<file path="src/shared/rco_map.svh">
// register offsets, reset values and field positions of the reference clock output
`ifndef RCO_MAP_SVH
`define RCO_MAP_SVH

// byte addresses of the two registers on the apb window
`define RCO_CTRL_OFS     12'h000
`define RCO_SRC_OFS      12'h004

// reset values: duty msb loads as one, giving 50 percent
`define RCO_CTRL_RST     8'h10
`define RCO_SRC_RST      8'h00

// writable bits; everything else reads as zero
`define RCO_CTRL_WMASK   8'h9F
`define RCO_SRC_WMASK    8'h0F

// field positions inside the control register
`define RCO_EN_BIT       7
`define RCO_DUTY_HI      4
`define RCO_DUTY_LO      3
`define RCO_DIV_HI       2
`define RCO_DIV_LO       0

// highest defined source code, codes above it are reserved
`define RCO_SRC_LAST     4'hA

// divider arithmetic: one period is two half-cycles per divided source period
`define RCO_ONE_NPER     9'h001
`define RCO_PHASE_ZERO   8'h00
`define RCO_PHASE_STEP   8'h01
`define RCO_DIV_NONE     3'h0

`endif

</file>
<file path="src/shared/rco_pkg.sv">
// types shared by the reference clock output design
`default_nettype none

package rco_pkg;

    // control register layout
    typedef struct packed {
        logic       enable;
        logic [1:0] rsvd;
        logic [1:0] duty_sel;
        logic [2:0] divider_sel;
    } rco_ctrl_t;

    // candidate source clock levels, one bit per selectable input
    typedef struct packed {
        logic logic_cell_four_output;
        logic logic_cell_three_output;
        logic logic_cell_two_output;
        logic logic_cell_one_output;
        logic numeric_osc_one;
        logic secondary_osc;
        logic medium_freq_internal_osc_slow;
        logic medium_freq_internal_osc;
        logic low_freq_internal_osc;
        logic high_freq_internal_osc;
        logic system_osc;
    } rco_src_t;

    // apb request from the master
    typedef struct packed {
        logic [11:0] paddr;
        logic        psel;
        logic        penable;
        logic        pwrite;
        logic [31:0] pwdata;
    } rco_apb_req_t;

    // generator sequencing
    typedef enum logic [1:0] {
        RCO_IDLE,
        RCO_ARM,
        RCO_RUN
    } rco_state_t;

endpackage : rco_pkg

`default_nettype wire

</file>
<file path="src/core/rco_divider.sv">
// phase counter and duty-cycle waveform of the reference clock output
`default_nettype none

module rco_divider (
    // clock and reset
    input  wire logic       pclk,
    input  wire logic       presetn,
    // sequencing from the top
    input  wire logic       run,
    input  wire logic       start,
    input  wire logic       hold,
    input  wire logic       src_edge,
    input  wire logic       src_lvl,
    // settings
    input  wire logic [2:0] divider_sel,
    input  wire logic [1:0] duty_sel,
    // results
    output logic      [7:0] phase,
    output logic            wave
);
    import rco_pkg::*;
    `include "rco_map.svh"

    logic [7:0] phase_q;
    logic [7:0] phase_d;
    logic       wave_q;
    logic       wave_d;
    logic [8:0] nper;
    logic [9:0] thr;
    logic [7:0] last;

    // source periods per output period, last phase and the high-time threshold
    assign nper = `RCO_ONE_NPER << divider_sel;
    assign last = 8'(({nper, 1'b0}) - 10'h001);
    assign thr  = 10'((nper * duty_sel) >> 1);

    // next phase and waveform; counters stay cleared unless running
    always_comb begin
        phase_d = phase_q;
        wave_d  = wave_q;
        if (start) begin
            phase_d = `RCO_PHASE_ZERO;
            wave_d  = (divider_sel == `RCO_DIV_NONE) ? 1'b1 : (thr != 10'h000);
        end else if (!run) begin
            phase_d = `RCO_PHASE_ZERO;
            wave_d  = 1'b0;
        end else if (hold) begin
            phase_d = phase_q;
            wave_d  = wave_q;
        end else if (divider_sel == `RCO_DIV_NONE) begin
            wave_d  = src_lvl;
        end else if (src_edge) begin
            phase_d = (phase_q == last) ? `RCO_PHASE_ZERO
                                        : phase_q + `RCO_PHASE_STEP;
            wave_d  = ({2'b00, phase_d} < thr);
        end
    end

    // state only
    always_ff @(posedge pclk or negedge presetn) begin
        if (!presetn) begin
            phase_q <= `RCO_PHASE_ZERO;
            wave_q  <= 1'b0;
        end else begin
            phase_q <= phase_d;
            wave_q  <= wave_d;
        end
    end

    assign phase = phase_q;
    assign wave  = wave_q;

endmodule : rco_divider

`default_nettype wire

</file>
<file path="src/core/rco_top.sv">
// reference clock output: apb registers, source select and output sequencing
//
// Notes on behaviour
// - output is selected source divided per divider
// - divider code 000 undivided, 111 divides 128
// - start after enable is glitch-free
// - clearing enable stops output at once
// - divider and duty accepted while running
// - duty selects 0, 25, 50 or 75 percent
// - undivided output follows source, duty ignored
// - duty msb resets to one
// - sleep freezes output at present level
// - source select in bits 3-0, rest zero
// - source codes map oscillators, logic cells, reserved
`default_nettype none

module rco_top (
    // clock and reset
    input  wire logic                 pclk,
    input  wire logic                 presetn,
    // apb slave
    input  wire rco_pkg::rco_apb_req_t apb_req,
    output logic               [31:0] prdata,
    output logic                      pready,
    output logic                      pslverr,
    // candidate source clocks and power state
    input  wire rco_pkg::rco_src_t     src_in,
    input  wire logic                 sleep,
    // reference clock pin
    output logic                      refclk_out_pin
);
    import rco_pkg::*;
    `include "rco_map.svh"

    // registers
    rco_ctrl_t  ctrl_q;
    rco_ctrl_t  ctrl_d;
    logic [3:0] src_code_q;
    logic [3:0] src_code_d;
    logic [31:0] prdata_q;
    logic [31:0] prdata_d;
    logic        pready_q;
    logic        pready_d;
    logic        pslverr_q;
    logic        pslverr_d;

    // generator state
    rco_state_t  st_q;
    rco_state_t  st_d;
    logic        src_q;
    logic        src_d;
    logic        src_prev_q;
    logic        src_rise;
    logic        src_edge;
    logic        start;
    logic [7:0]  phase;
    logic        wave;

    // bus decode
    logic        access;
    logic        hit_ctrl;
    logic        hit_src;
    logic        commit;

    assign access   = apb_req.psel & apb_req.penable;
    assign hit_ctrl = (apb_req.paddr == `RCO_CTRL_OFS);
    assign hit_src  = (apb_req.paddr == `RCO_SRC_OFS);
    // a write takes effect only at the edge that also sees pready high
    assign commit   = access & pready_q & apb_req.pwrite;

    // register writes; no lockout while running, so software owns glitches
    always_comb begin
        ctrl_d     = ctrl_q;
        src_code_d = src_code_q;
        if (commit && hit_ctrl) begin
            ctrl_d = rco_ctrl_t'(apb_req.pwdata[7:0] & `RCO_CTRL_WMASK);
        end
        if (commit && hit_src) begin
            src_code_d = apb_req.pwdata[3:0];
        end
    end

    // apb answer: one wait state, then pready with data or error
    always_comb begin
        pready_d  = access & ~pready_q;
        prdata_d  = 32'h0000_0000;
        pslverr_d = 1'b0;
        if (pready_d) begin
            pslverr_d = ~(hit_ctrl | hit_src);
            if (!apb_req.pwrite && hit_ctrl) begin
                prdata_d = {24'h00_0000, 8'(ctrl_q)};
            end else if (!apb_req.pwrite && hit_src) begin
                prdata_d = {28'h000_0000, src_code_q};
            end
        end
    end

    // register state
    always_ff @(posedge pclk or negedge presetn) begin
        if (!presetn) begin
            ctrl_q     <= rco_ctrl_t'(`RCO_CTRL_RST);
            src_code_q <= 4'(`RCO_SRC_RST);
            prdata_q   <= 32'h0000_0000;
            pready_q   <= 1'b0;
            pslverr_q  <= 1'b0;
        end else begin
            ctrl_q     <= ctrl_d;
            src_code_q <= src_code_d;
            prdata_q   <= prdata_d;
            pready_q   <= pready_d;
            pslverr_q  <= pslverr_d;
        end
    end

    // source select; reserved codes give a quiet low source
    always_comb begin
        src_d = 1'b0;
        unique case (src_code_q)
            4'h0:    src_d = src_in.system_osc;
            4'h1:    src_d = src_in.high_freq_internal_osc;
            4'h2:    src_d = src_in.low_freq_internal_osc;
            4'h3:    src_d = src_in.medium_freq_internal_osc;
            4'h4:    src_d = src_in.medium_freq_internal_osc_slow;
            4'h5:    src_d = src_in.secondary_osc;
            4'h6:    src_d = src_in.numeric_osc_one;
            4'h7:    src_d = src_in.logic_cell_one_output;
            4'h8:    src_d = src_in.logic_cell_two_output;
            4'h9:    src_d = src_in.logic_cell_three_output;
            4'hA:    src_d = src_in.logic_cell_four_output;
            default: src_d = 1'b0;
        endcase
        if (sleep) begin
            src_d = src_q;
        end
    end

    // edges of the sampled source; the source sits in the pclk domain
    assign src_rise = src_q & ~src_prev_q;
    assign src_edge = src_q ^ src_prev_q;
    // first cycle only at a source rise, so no runt pulse can appear
    assign start    = (st_q == RCO_ARM) & src_rise & ~sleep;

    // sequencing: disable wins over everything, even sleep
    always_comb begin
        st_d = st_q;
        unique case (st_q)
            RCO_IDLE: if (ctrl_q.enable) st_d = RCO_ARM;
            RCO_ARM:  if (start) st_d = RCO_RUN;
            RCO_RUN:  st_d = RCO_RUN;
        endcase
        if (!ctrl_q.enable) begin
            st_d = RCO_IDLE;
        end
    end

    // generator state
    always_ff @(posedge pclk or negedge presetn) begin
        if (!presetn) begin
            st_q       <= RCO_IDLE;
            src_q      <= 1'b0;
            src_prev_q <= 1'b0;
        end else begin
            st_q       <= st_d;
            src_q      <= src_d;
            src_prev_q <= src_q;
        end
    end

    // waveform generator; run drops the same cycle that enable clears
    rco_divider u_div (
        .pclk        (pclk),
        .presetn     (presetn),
        .run         ((st_q == RCO_RUN) & ctrl_q.enable),
        .start       (start & ctrl_q.enable),
        .hold        (sleep),
        .src_edge    (src_edge),
        .src_lvl     (src_q),
        .divider_sel (ctrl_q.divider_sel),
        .duty_sel    (ctrl_q.duty_sel),
        .phase       (phase),
        .wave        (wave)
    );

    // outputs, all from flops
    assign prdata         = prdata_q;
    assign pready         = pready_q;
    assign pslverr        = pslverr_q;
    assign refclk_out_pin = wave;
endmodule : rco_top

`default_nettype wire

</file>
<file path="config.mk">
export PLATFORM = sky130hd
export DESIGN_NAME = rco_top
export DESIGN_NICKNAME = d
export VERILOG_FILES = /design/src/shared/rco_pkg.sv /design/src/core/rco_divider.sv /design/src/core/rco_top.sv
export VERILOG_INCLUDE_DIRS = /design/src /design/src/shared
export SDC_FILE = /design/constraint.sdc
export NUM_CORES = 1
export LEC_CHECK = 0
export ABC_CLOCK_PERIOD_IN_PS = 10570
export BUFFER_PORTS_ARGS = -buffer_cell sky130_fd_sc_hd__buf_2
export CORE_MARGIN = 5
export CORE_UTILIZATION = 40
export DETAILED_ROUTE_END_ITERATION = 8
export GPL_ROUTABILITY_DRIVEN = 0
export GPL_TIMING_DRIVEN = 0
export HOLD_SLACK_MARGIN = 0.05
export PLACE_DENSITY = 0.67
export SYNTH_ARGS = -nofsm -noshare
export SYNTH_HDL_FRONTEND = slang
export SYNTH_SLANG_ARGS = --single-unit
</file>
<file path="constraint.sdc">
create_clock -name pclk -period 10.57 [get_ports pclk]
set_clock_uncertainty 0.15 [all_clocks]
set_input_delay 0.5285 -clock pclk [delete_from_list [all_inputs] [get_ports pclk]]
set_output_delay 0.5285 -clock pclk [all_outputs]
set_load 0.01 [all_outputs]
</file>
==> summary.md, run 1 <==
| Metric | Value |
|---|---|
| Worst VDD drop | 73.1 uV |
| Worst reg2reg startpoint | ctrl_q[2]$_DFFE_PN0P_ |
| Routed vias | 2,201 |
| Fillers | 631 |
| Avg Cell Area, Syn | 8.75 sq um |
| Post-synth cell types | 53 |
| Pre-Repair DR Iteration Count | 6 |
| Placed cells | 440 |
| Total of max-cap violations | 0 |
| 1st-iter DRT viols | 140 |
| Fin. Hold Viols | 0 |
| Multi-input gate area | 0.00165 sq mm |
| Synthesized area | 0.00260 sq mm |
| Clock Latency Late Sink | 0.28 ns |
| Crit Path Category | register to register |
| Asr flop ratio synth | 1.00 |
| Tcrit/Tclk final | 0.418 |
| Detail Route Antenna Nets | 0 |
| Final Slew Violations | 0 |
| Clk pwr share | 0.384 |
| Share of cells above drive strength 1 | 0.272 |
| Critical path endpoint | u_div.wave$_DFFE_PN0P_ |
| CP Data Required Time | 10.59 ns |
| Syn Inst Count | 297 |
| Register area share after synthesis | 0.299 |
| Fin cells | 448 |
| Syn. warnings | 0 |
| Post-route setup TNS | 0 ns |
| Critical-path cell list | nor3_4, inv_1, ha_1, or4b_2, o311ai_1, xor2_1, a211oi_4, nor2_1, ha_1, a21oi_1, o21ai_0, o31a_1, o22ai_1, a21oi_1, a41oi_1 |
| Cell taking the most area after synthesis | dfrtp_1 |
| #FFs+latches synth | 31 |
| Leakage | 1.51 nW |
| # resized after CTS | 0 |
| DRC viols | 0 |
| PD cells | 76.8 mW/mm^2 |
| Port Buffer Count | 41 |
| Root buf cell | clkbuf_8 |
| Total power | 0.237 mW |
| Relative slew slack | 0.380 |
| Hold Crit Class | primary input to async pin |
| Die Y | 90.6 microns |
| Most used flip-flop cell after synthesis | dfrtp_1 |
| Sw Ratio | 0.246 |
| Logic pwr share | 0.107 |
| Wire length per cell | 12.3 microns |
| Worst r2r path cells | 15 |
| FF-to-FF End | u_div.wave$_DFFE_PN0P_ |
| Most frequent cells in the layout | 41 x buf_2, 39 x nor2_1, 30 x dfrtp_1 |
| Final Net Count | 451 |
| Clock Path Buffers | 2 |
| Startpoint types | register |
| Fmax | 226 MHz |
| CTS Sinks | 31 |
| CTS tree | built |
| First-pass GRT wire length | 9460 microns |
| Ranking of synthesized cells by area | dfrtp_1 29%, ha_1 9.1%, buf_4 7.5% |
| Commonest non-fill, non-tap cell in the layout | buf_2 |
| Post-synth EDFFs | 0 |
| Via density | 4.91 |
| # setup viols final | 0 |
| All-Layer GR Usage | 0.136 |
| Num ports | 96 |
| N_diodes | 0 |
| FP Rows | 29 |
| Top-area cell type share of the netlist area | 0.289 |
| Crit path max fanout | 10 |
| Status | completed |
| Clock Pin Slew Worst Setup and Hold Paths | 0.07 ns |
| CP startpoint | ctrl_q[2]$_DFFE_PN0P_ |
| Seq. cell area | 777 sq um |
| Slowest cell on the critical path | or4b_2 |
| Total CTS buffers | 5 |
| Initial Util | 0.409 |
| Largest net degree at the start of global routing | 32 |
| Slowest stage delay, CP | 0.68 ns |
| RSZ-0062 raised after global routing | no |
| H-tree level count | 2 |
| Initial antenna violation count | 0 |
| Total congestion overflow | 0 |
| Worst Path Arrival | 4.44 ns |
| Core footprint | 0.00635 sq mm |
| Die area | 0.00821 sq mm |
| Cell internal pwr | 0.179 mW |
| Final min period | 4.42 ns |
| Die Wd | 90.6 microns |
| Vias in the first global route | 2,013 |
| Post-CTS setup buffer count | 0 |
| Reg2Reg Setup Slack | 6.15 ns |
| Setup crit end kind | register |
| Net load switching power | 0.0582 mW |
| Hold_buf cts | 0 |
| Dpl hpwl | 4450 microns |
| Flop pwr share | 0.509 |
| Area Overhead vs Synth | 18.5% |
| Worst Max-Slew Pin Slew | 0.923 ns |
| WL final | 5510 microns |
| Post-layout util | 0.485 |
==> worst min-delay path by stage <==
stage / from / to / slack, ns / depth (start not counted)
2_1_floorplan: presetn / ctrl_q[0]$_DFFE_PN0P_ / 0.08 / 0
3_3_place_gp: src_q$_DFFE_PN0N_ / src_prev_q$_DFF_PN0_ / 0.28 / 0
3_5_place_dp: src_q$_DFFE_PN0N_ / src_prev_q$_DFF_PN0_ / 0.28 / 0
4_1_cts: presetn / src_code_q[2]$_DFFE_PN0P_ / 0.15 / 1
5_1_grt: presetn / src_code_q[0]$_DFFE_PN0P_ / 0.19 / 1
6_report: presetn / src_code_q[0]$_DFFE_PN0P_ / 0.13 / 1
==> flip-flops by register name, indices dropped and copies added (netlist names) <==
signal,flops
prdata,6
ctrl_q,6
st_q,2
src_code_q,4
pslverr,1
pready,1
src_q,1
src_prev_q,1
u_div.phase,8
u_div.wave,1
==> critical path, delay by kind of cell (launching register included) <==
family | cells | cell delay [ns]
XOR/XNOR | 1 | 0.17
AND/OR/NAND/NOR | 3 | 1.13
AO/OA/AOI/OAI | 8 | 1.64
flip-flops | 1 | 0.47
buffers and inverters | 1 | 0.12
adder cells (fa/ha/maj) | 2 | 0.62
==> cell families (layout without fill, tap and decap cells) <==
family / Yosys count / count (layout) / share of synthesized area
AOI/OAI and AO/OA: 53 / 53 / 0.145
xor gates and xnor gates: 14 / 14 / 0.0472
adders and majority gates: 20 / 20 / 0.0991
buffers and inverters: 42 / 91 / 0.104
DFF: 31 / 31 / 0.299
muxes: 17 / 17 / 0.0703
other: 1 / 26 / 0.00144
and+or+nand+nor: 119 / 119 / 0.234
==> power groups by stage <==
stage / clock [mW] / combinational [mW] / sequential, mW
finish: 0.0909 / 0.0253 / 0.120
detailed placement: 0 / 0.0252 / 0.123
global placement: 0 / 0.0251 / 0.123
CTS: 0.0936 / 0.0253 / 0.120
floorplan: 0 / 0.0155 / 0.123
global route: 0.0990 / 0.0291 / 0.120
==> per-stage QoR <==
stage               instance area (sq um)  hold slack [ns]  setup WS, ns
CTS                                  3080            0.155          6.16
global placement                     3000            0.280          6.22
global route                         3080            0.195          5.82
floorplan                            2690           0.0829          6.85
detailed placement                   3000            0.281          6.19
finish                               3080            0.126          6.15
==> synth_stat cells, types with 2 or more instances <==
| cell type | n |
|---|---|
| a211oi_1 | 4 |
| a21bo_2 | 2 |
| a21o_1 | 3 |
| a21oi_1 | 13 |
| a31oi_1 | 2 |
| and2_1 | 4 |
| and3_1 | 5 |
| buf_4 | 26 |
| buf_6 | 2 |
| clkbuf_1 | 6 |
| dfrtp_1 | 30 |
| ha_1 | 19 |
| inv_1 | 8 |
| mux2_2 | 10 |
| mux2i_1 | 7 |
| nand2_1 | 24 |
| nand2b_1 | 9 |
| nand3_1 | 10 |
| nand3b_1 | 2 |
| nand4_1 | 2 |
| nor2_1 | 39 |
| nor2b_1 | 2 |
| nor3_1 | 7 |
| nor4_1 | 3 |
| o211ai_1 | 4 |
| o21ai_0 | 8 |
| o21ai_2 | 5 |
| or2b_1 | 2 |
| or3_1 | 2 |
| or4_1 | 2 |
| xnor2_1 | 5 |
| xor2_1 | 9 |
==> layout make-up <==
class,count,share of cell area
Timing Repair Buffer,41,0.0666
Multi-Input combinational cell,249,0.535
Buffer,34,0.0780
Clock buffer,6,0.0236
Clock inverter,2,0.00406
Inverter,8,0.00975
Sequential cell,31,0.252
Tap cell,77,0.0313
==> layer usage <==
metal | GRT usage | up-vias | wire [microns]
met3 | 0.0258 | 5 | 293
met2 | 0.225 | 56 | 2660
met5 | 0 | - | 0
met4 | 0.0409 | 0 | 52
met1 | 0.180 | 999 | 2510
li1 | - | 1141 | -
(Power assumes the default switching activity.)
==> run 2, diff against run 1 <==
ABC_AREA = 1   (was not set)
ABC_CLOCK_PERIOD_IN_PS = 4100   (was 10570)
PLACE_DENSITY = 0.66   (was 0.67)
clock period = 4.1 ns   (was 10.57 ns; I/O delays follow)
==> run 2 against run 1 <==
  * Synthesized cell count up 33%
  * Critical path depth up 9
  * Flip-flop and latch count unchanged
  * Critical path type unchanged
  * Largest cell class unchanged
  * Highest routed layer unchanged
==> summary.md, run 2 <==
| Metric | Value |
|---|---|
| Status | completed |
| # setup viols final | 0 (unchanged) |
| Dpl hpwl | 4980 microns (+12%) |
| CP Data Required Time | 4.14 ns (-6.45 ns) |
| Core footprint | 0.00672 sq mm (+5.8%) |
| Portion of netlist area occupied by mux cells | 0.0166 (-0.0537) |
| Logic pwr share | 0.299 (+0.192) |
| Net load switching power | 0.297 mW (+410%) |
| Synth top cells by count | 95 x nand2_1, 61 x inv_1, 40 x nand3_1 |
| Worst Max-Slew Pin Slew | 0.700 ns (-0.223 ns) |
| Total congestion overflow | 0 (unchanged) |
| Detail Route Antenna Nets | 0 (unchanged) |
| Initial Util | 0.405 (-0.00480) |
| FP Rows | 30 (+3.4%) |
| Met3 routed WL | 298 microns (+1.7%) |
| All-Layer GR Usage | 0.154 (+0.0174) |
| Die Y | 92.4 microns (+2.0%) |
| Wire length per cell | 10.8 microns (-13%) |
| Syn. warnings | 0 (unchanged) |
| Syn Inst Count | 395 (+33%) |
| Num ports | 96 (unchanged) |
| Tcrit/Tclk final | 0.832 (+0.414) |
| Hold Crit Depth | 3 |
| Avg Cell Area, Syn | 6.88 sq um (-21%) |
| CTS Sinks | 31 (unchanged) |
| Final Slew Violations | 0 (unchanged) |
| FF-to-FF End | u_div.wave$_DFFE_PN0P_ |
| Final Net Count | 559 (+24%) |
| Worst Path Arrival | 3.45 ns (-0.99 ns) |
| Routed vias | 2,502 (+14%) |
| Die Wd | 92.4 microns (+2.0%) |
| 1st-iter DRT viols | 97 (-31%) |
| Met1 WL | 2720 microns (+8.5%) |
| Worst r2r path cells | 24 (+9) |
| First-pass GRT wire length | 10,800 microns (+14%) |
| Xor and xnor fraction of the mapped netlist area | 0.0258 (-0.0214) |
| Flop pwr share | 0.411 (-0.098) |
| Via density | 4.48 (-8.9%) |
| Port Buffer Count | 43 (+4.9%) |
| # resized after CTS | 0 (unchanged) |
| Cell internal pwr | 0.550 mW (+210%) |
| Top-count cell post-synth | nand2_1 |
| Most frequent cells in the layout | 95 x nand2_1, 61 x inv_1, 43 x buf_2 |
| #FFs+latches synth | 31 (unchanged) |
| Post-synth cell types | 33 (-38%) |
| DRC viols | 0 (unchanged) |
| Clock Path Buffers | 2 (unchanged) |
| CP startpoint | ctrl_q[1]$_DFFE_PN0P_ |
| Cell taking the most area after synthesis | dfrtp_1 |
| Largest family of logic cells by synthesized area | simple AND/OR/NAND/NOR gates |
| WL final | 6020 microns (+9.1%) |
| Largest net degree at the start of global routing | 32 (unchanged) |
| CTS tree | built |
| H-tree level count | 2 (unchanged) |
| Clk pwr share | 0.290 (-0.094) |
| Total power | 0.848 mW (+260%) |
| Asr flop ratio synth | 1.00 (unchanged) |
| Relative slew slack | 0.533 (+0.154) |
| Final min period | 3.41 ns (-1.00 ns) |
| Post-synth EDFFs | 0 (unchanged) |
| Crit path max fanout | 7 (-3) |
| Clock Pin Slew Worst Setup and Hold Paths | 0.07 ns (about the same) |
| Die area | 0.00855 sq mm (+4.1%) |
| Synthesized area | 0.00272 sq mm (+4.6%) |
| Crit Path Category | register to register |
| Ranking of synthesized cells by area | dfrtp_1 28%, nand2_1 13%, ha_1 8.7% |
| Post-synthesis adder-cell area fraction | 0.0948 (-0.00433) |
| Fin. Hold Viols | 0 (unchanged) |
| End of the worst hold path | pready$_DFF_PN0_ |
| Most used flip-flop cell after synthesis | dfrtp_1 |
| Startpoint types | register |
| Area Overhead vs Synth | 21.1% |
| Register area share after synthesis | 0.286 (-0.0131) |
| Commonest non-fill, non-tap cell in the layout | nand2_1 |
| N_diodes | 0 (unchanged) |
| Share of cells above drive strength 1 | 0.203 (-0.0697) |
| Top-area cell type share of the netlist area | 0.276 (-0.0126) |
| Setup crit end kind | register |
| Post-Synth Simple-Gate Area | 0.333 (+0.0993) |
| Hold Crit Class | primary input to register |
| Metal2 WL | 2930 microns (+10%) |
| Post-synthesis compound-gate area fraction | 0.0676 (-0.0777) |
| Root buf cell | clkbuf_8 |
| Pre-Repair DR Iteration Count | 4 (-2) |
| Max FFs per register | 8 (unchanged) |
| Max layer used | met4 |
| Total of max-cap violations | 0 (unchanged) |
| Fmax | 293 MHz (+29%) |
| Vias in the first global route | 2,482 (+23%) |
| Clock Latency Late Sink | 0.29 ns (about the same) |
| HP Start | apb_req[34] |
| Total CTS buffers | 5 (unchanged) |
| Worst reg2reg startpoint | ctrl_q[1]$_DFFE_PN0P_ |
| RSZ-0062 raised after global routing | no |
| PD cells | 257 mW/mm^2 (+240%) |
| Sw Ratio | 0.351 (+0.105) |
| Worst VDD drop | 178 uV (+140%) |
| Post-route setup TNS | 0 ns (unchanged) |
| Initial antenna violation count | 0 (unchanged) |
| Leakage | 1.97 nW (+30%) |
| Reg2Reg Setup Slack | 0.69 ns (-5.47 ns) |
| Fillers | 709 (+12%) |
-- run 2: metal layers --
metal  GRT usage  vias to the layer above
met2       0.275                       51
met5           0                        -
met1       0.187                     1077
met3      0.0357                        8
met4      0.0322                        0
li1            -                     1366
-- run 2: area by class of cell --
| type | count | area, sq um | area share |
|---|---|---|---|
| well taps | 80 | 100 | 0.0304 |
| clock buffers | 6 | 72.6 | 0.0220 |
| inverters | 68 | 258 | 0.0783 |
| plain buffers | 28 | 218 | 0.0661 |
| multi-input cells | 293 | 1560 | 0.474 |
| clock inverters | 2 | 12.5 | 0.00380 |
| flip-flops and latches | 31 | 777 | 0.236 |
| repair buffers | 51 | 295 | 0.0897 |
-- run 2: kinds of logic after synthesis --
| family | after synthesis |
|---|---|
| AO/OA/AOI/OAI | 34 |
| XOR/XNOR | 8 |
| adder cells (fa/ha/maj) | 20 |
| buffers and inverters | 96 |
| flip-flops | 31 |
| multiplexers | 4 |
| other | 1 |
| AND/OR/NAND/NOR | 201 |
-- run 2: worst max-delay path by stage --
stage | endpoint | depth (start not counted)
floorplan | u_div.wave$_DFFE_PN0P_ | 26
global placement | u_div.wave$_DFFE_PN0P_ | 24
detailed placement | u_div.wave$_DFFE_PN0P_ | 24
CTS | u_div.wave$_DFFE_PN0P_ | 24
global route | u_div.wave$_DFFE_PN0P_ | 24
finish | u_div.wave$_DFFE_PN0P_ | 24
-- run 2: through the flow --
| stage | hold WS (ns) | instance area (sq um) | worst slack, ns | std cells | utilization |
|---|---|---|---|---|---|
| after floorplan | -0.241 | 2810 | 1.16 | 420 | - |
| after global placement | 0.137 | 3130 | 0.723 | 543 | 0.466 |
| after detailed placement | 0.149 | 3130 | 0.684 | 543 | 0.466 |
| after CTS | 0.0514 | 3290 | 0.672 | 559 | 0.490 |
| after global routing | 0.0851 | 3290 | 0.300 | 559 | 0.490 |
| final | 0.0497 | 3290 | 0.687 | 559 | 0.490 |
-- run 2: critical path, cell delays in order, from the launching register on --
cell	delay, ns
dfrtp_1	0.39
inv_1	0.16
nand2_1	0.11
nor2_2	0.19
inv_2	0.11
ha_1	0.28
o21ai_0	0.28
xor2_1	0.28
nand3b_4	0.14
nand2_1	0.11
inv_1	0.05
ha_1	0.30
nand3_1	0.08
nor2_1	0.11
nor2_1	0.05
nand2_1	0.05
nand2_1	0.04
nand2_1	0.05
nand2_1	0.04
nand2_1	0.05
nand2_1	0.04
nand2_1	0.08
nand2_1	0.05
nand2_1	0.05
nand2_1	0.04
-- run 2: repair_timing --
action                    4_1_cts  5_1_grt
hold endpoints to repair       41        0
hold buffers                    8        0
buffers inserted                0        0
-- run 2: power groups by stage --
stage,clock network (mW),logic [mW],registers [mW]
floorplan,0,0.174,0.352
global placement,0,0.244,0.354
detailed placement,0,0.250,0.355
CTS,0.250,0.256,0.349
global route,0.263,0.302,0.353
finish,0.246,0.253,0.349
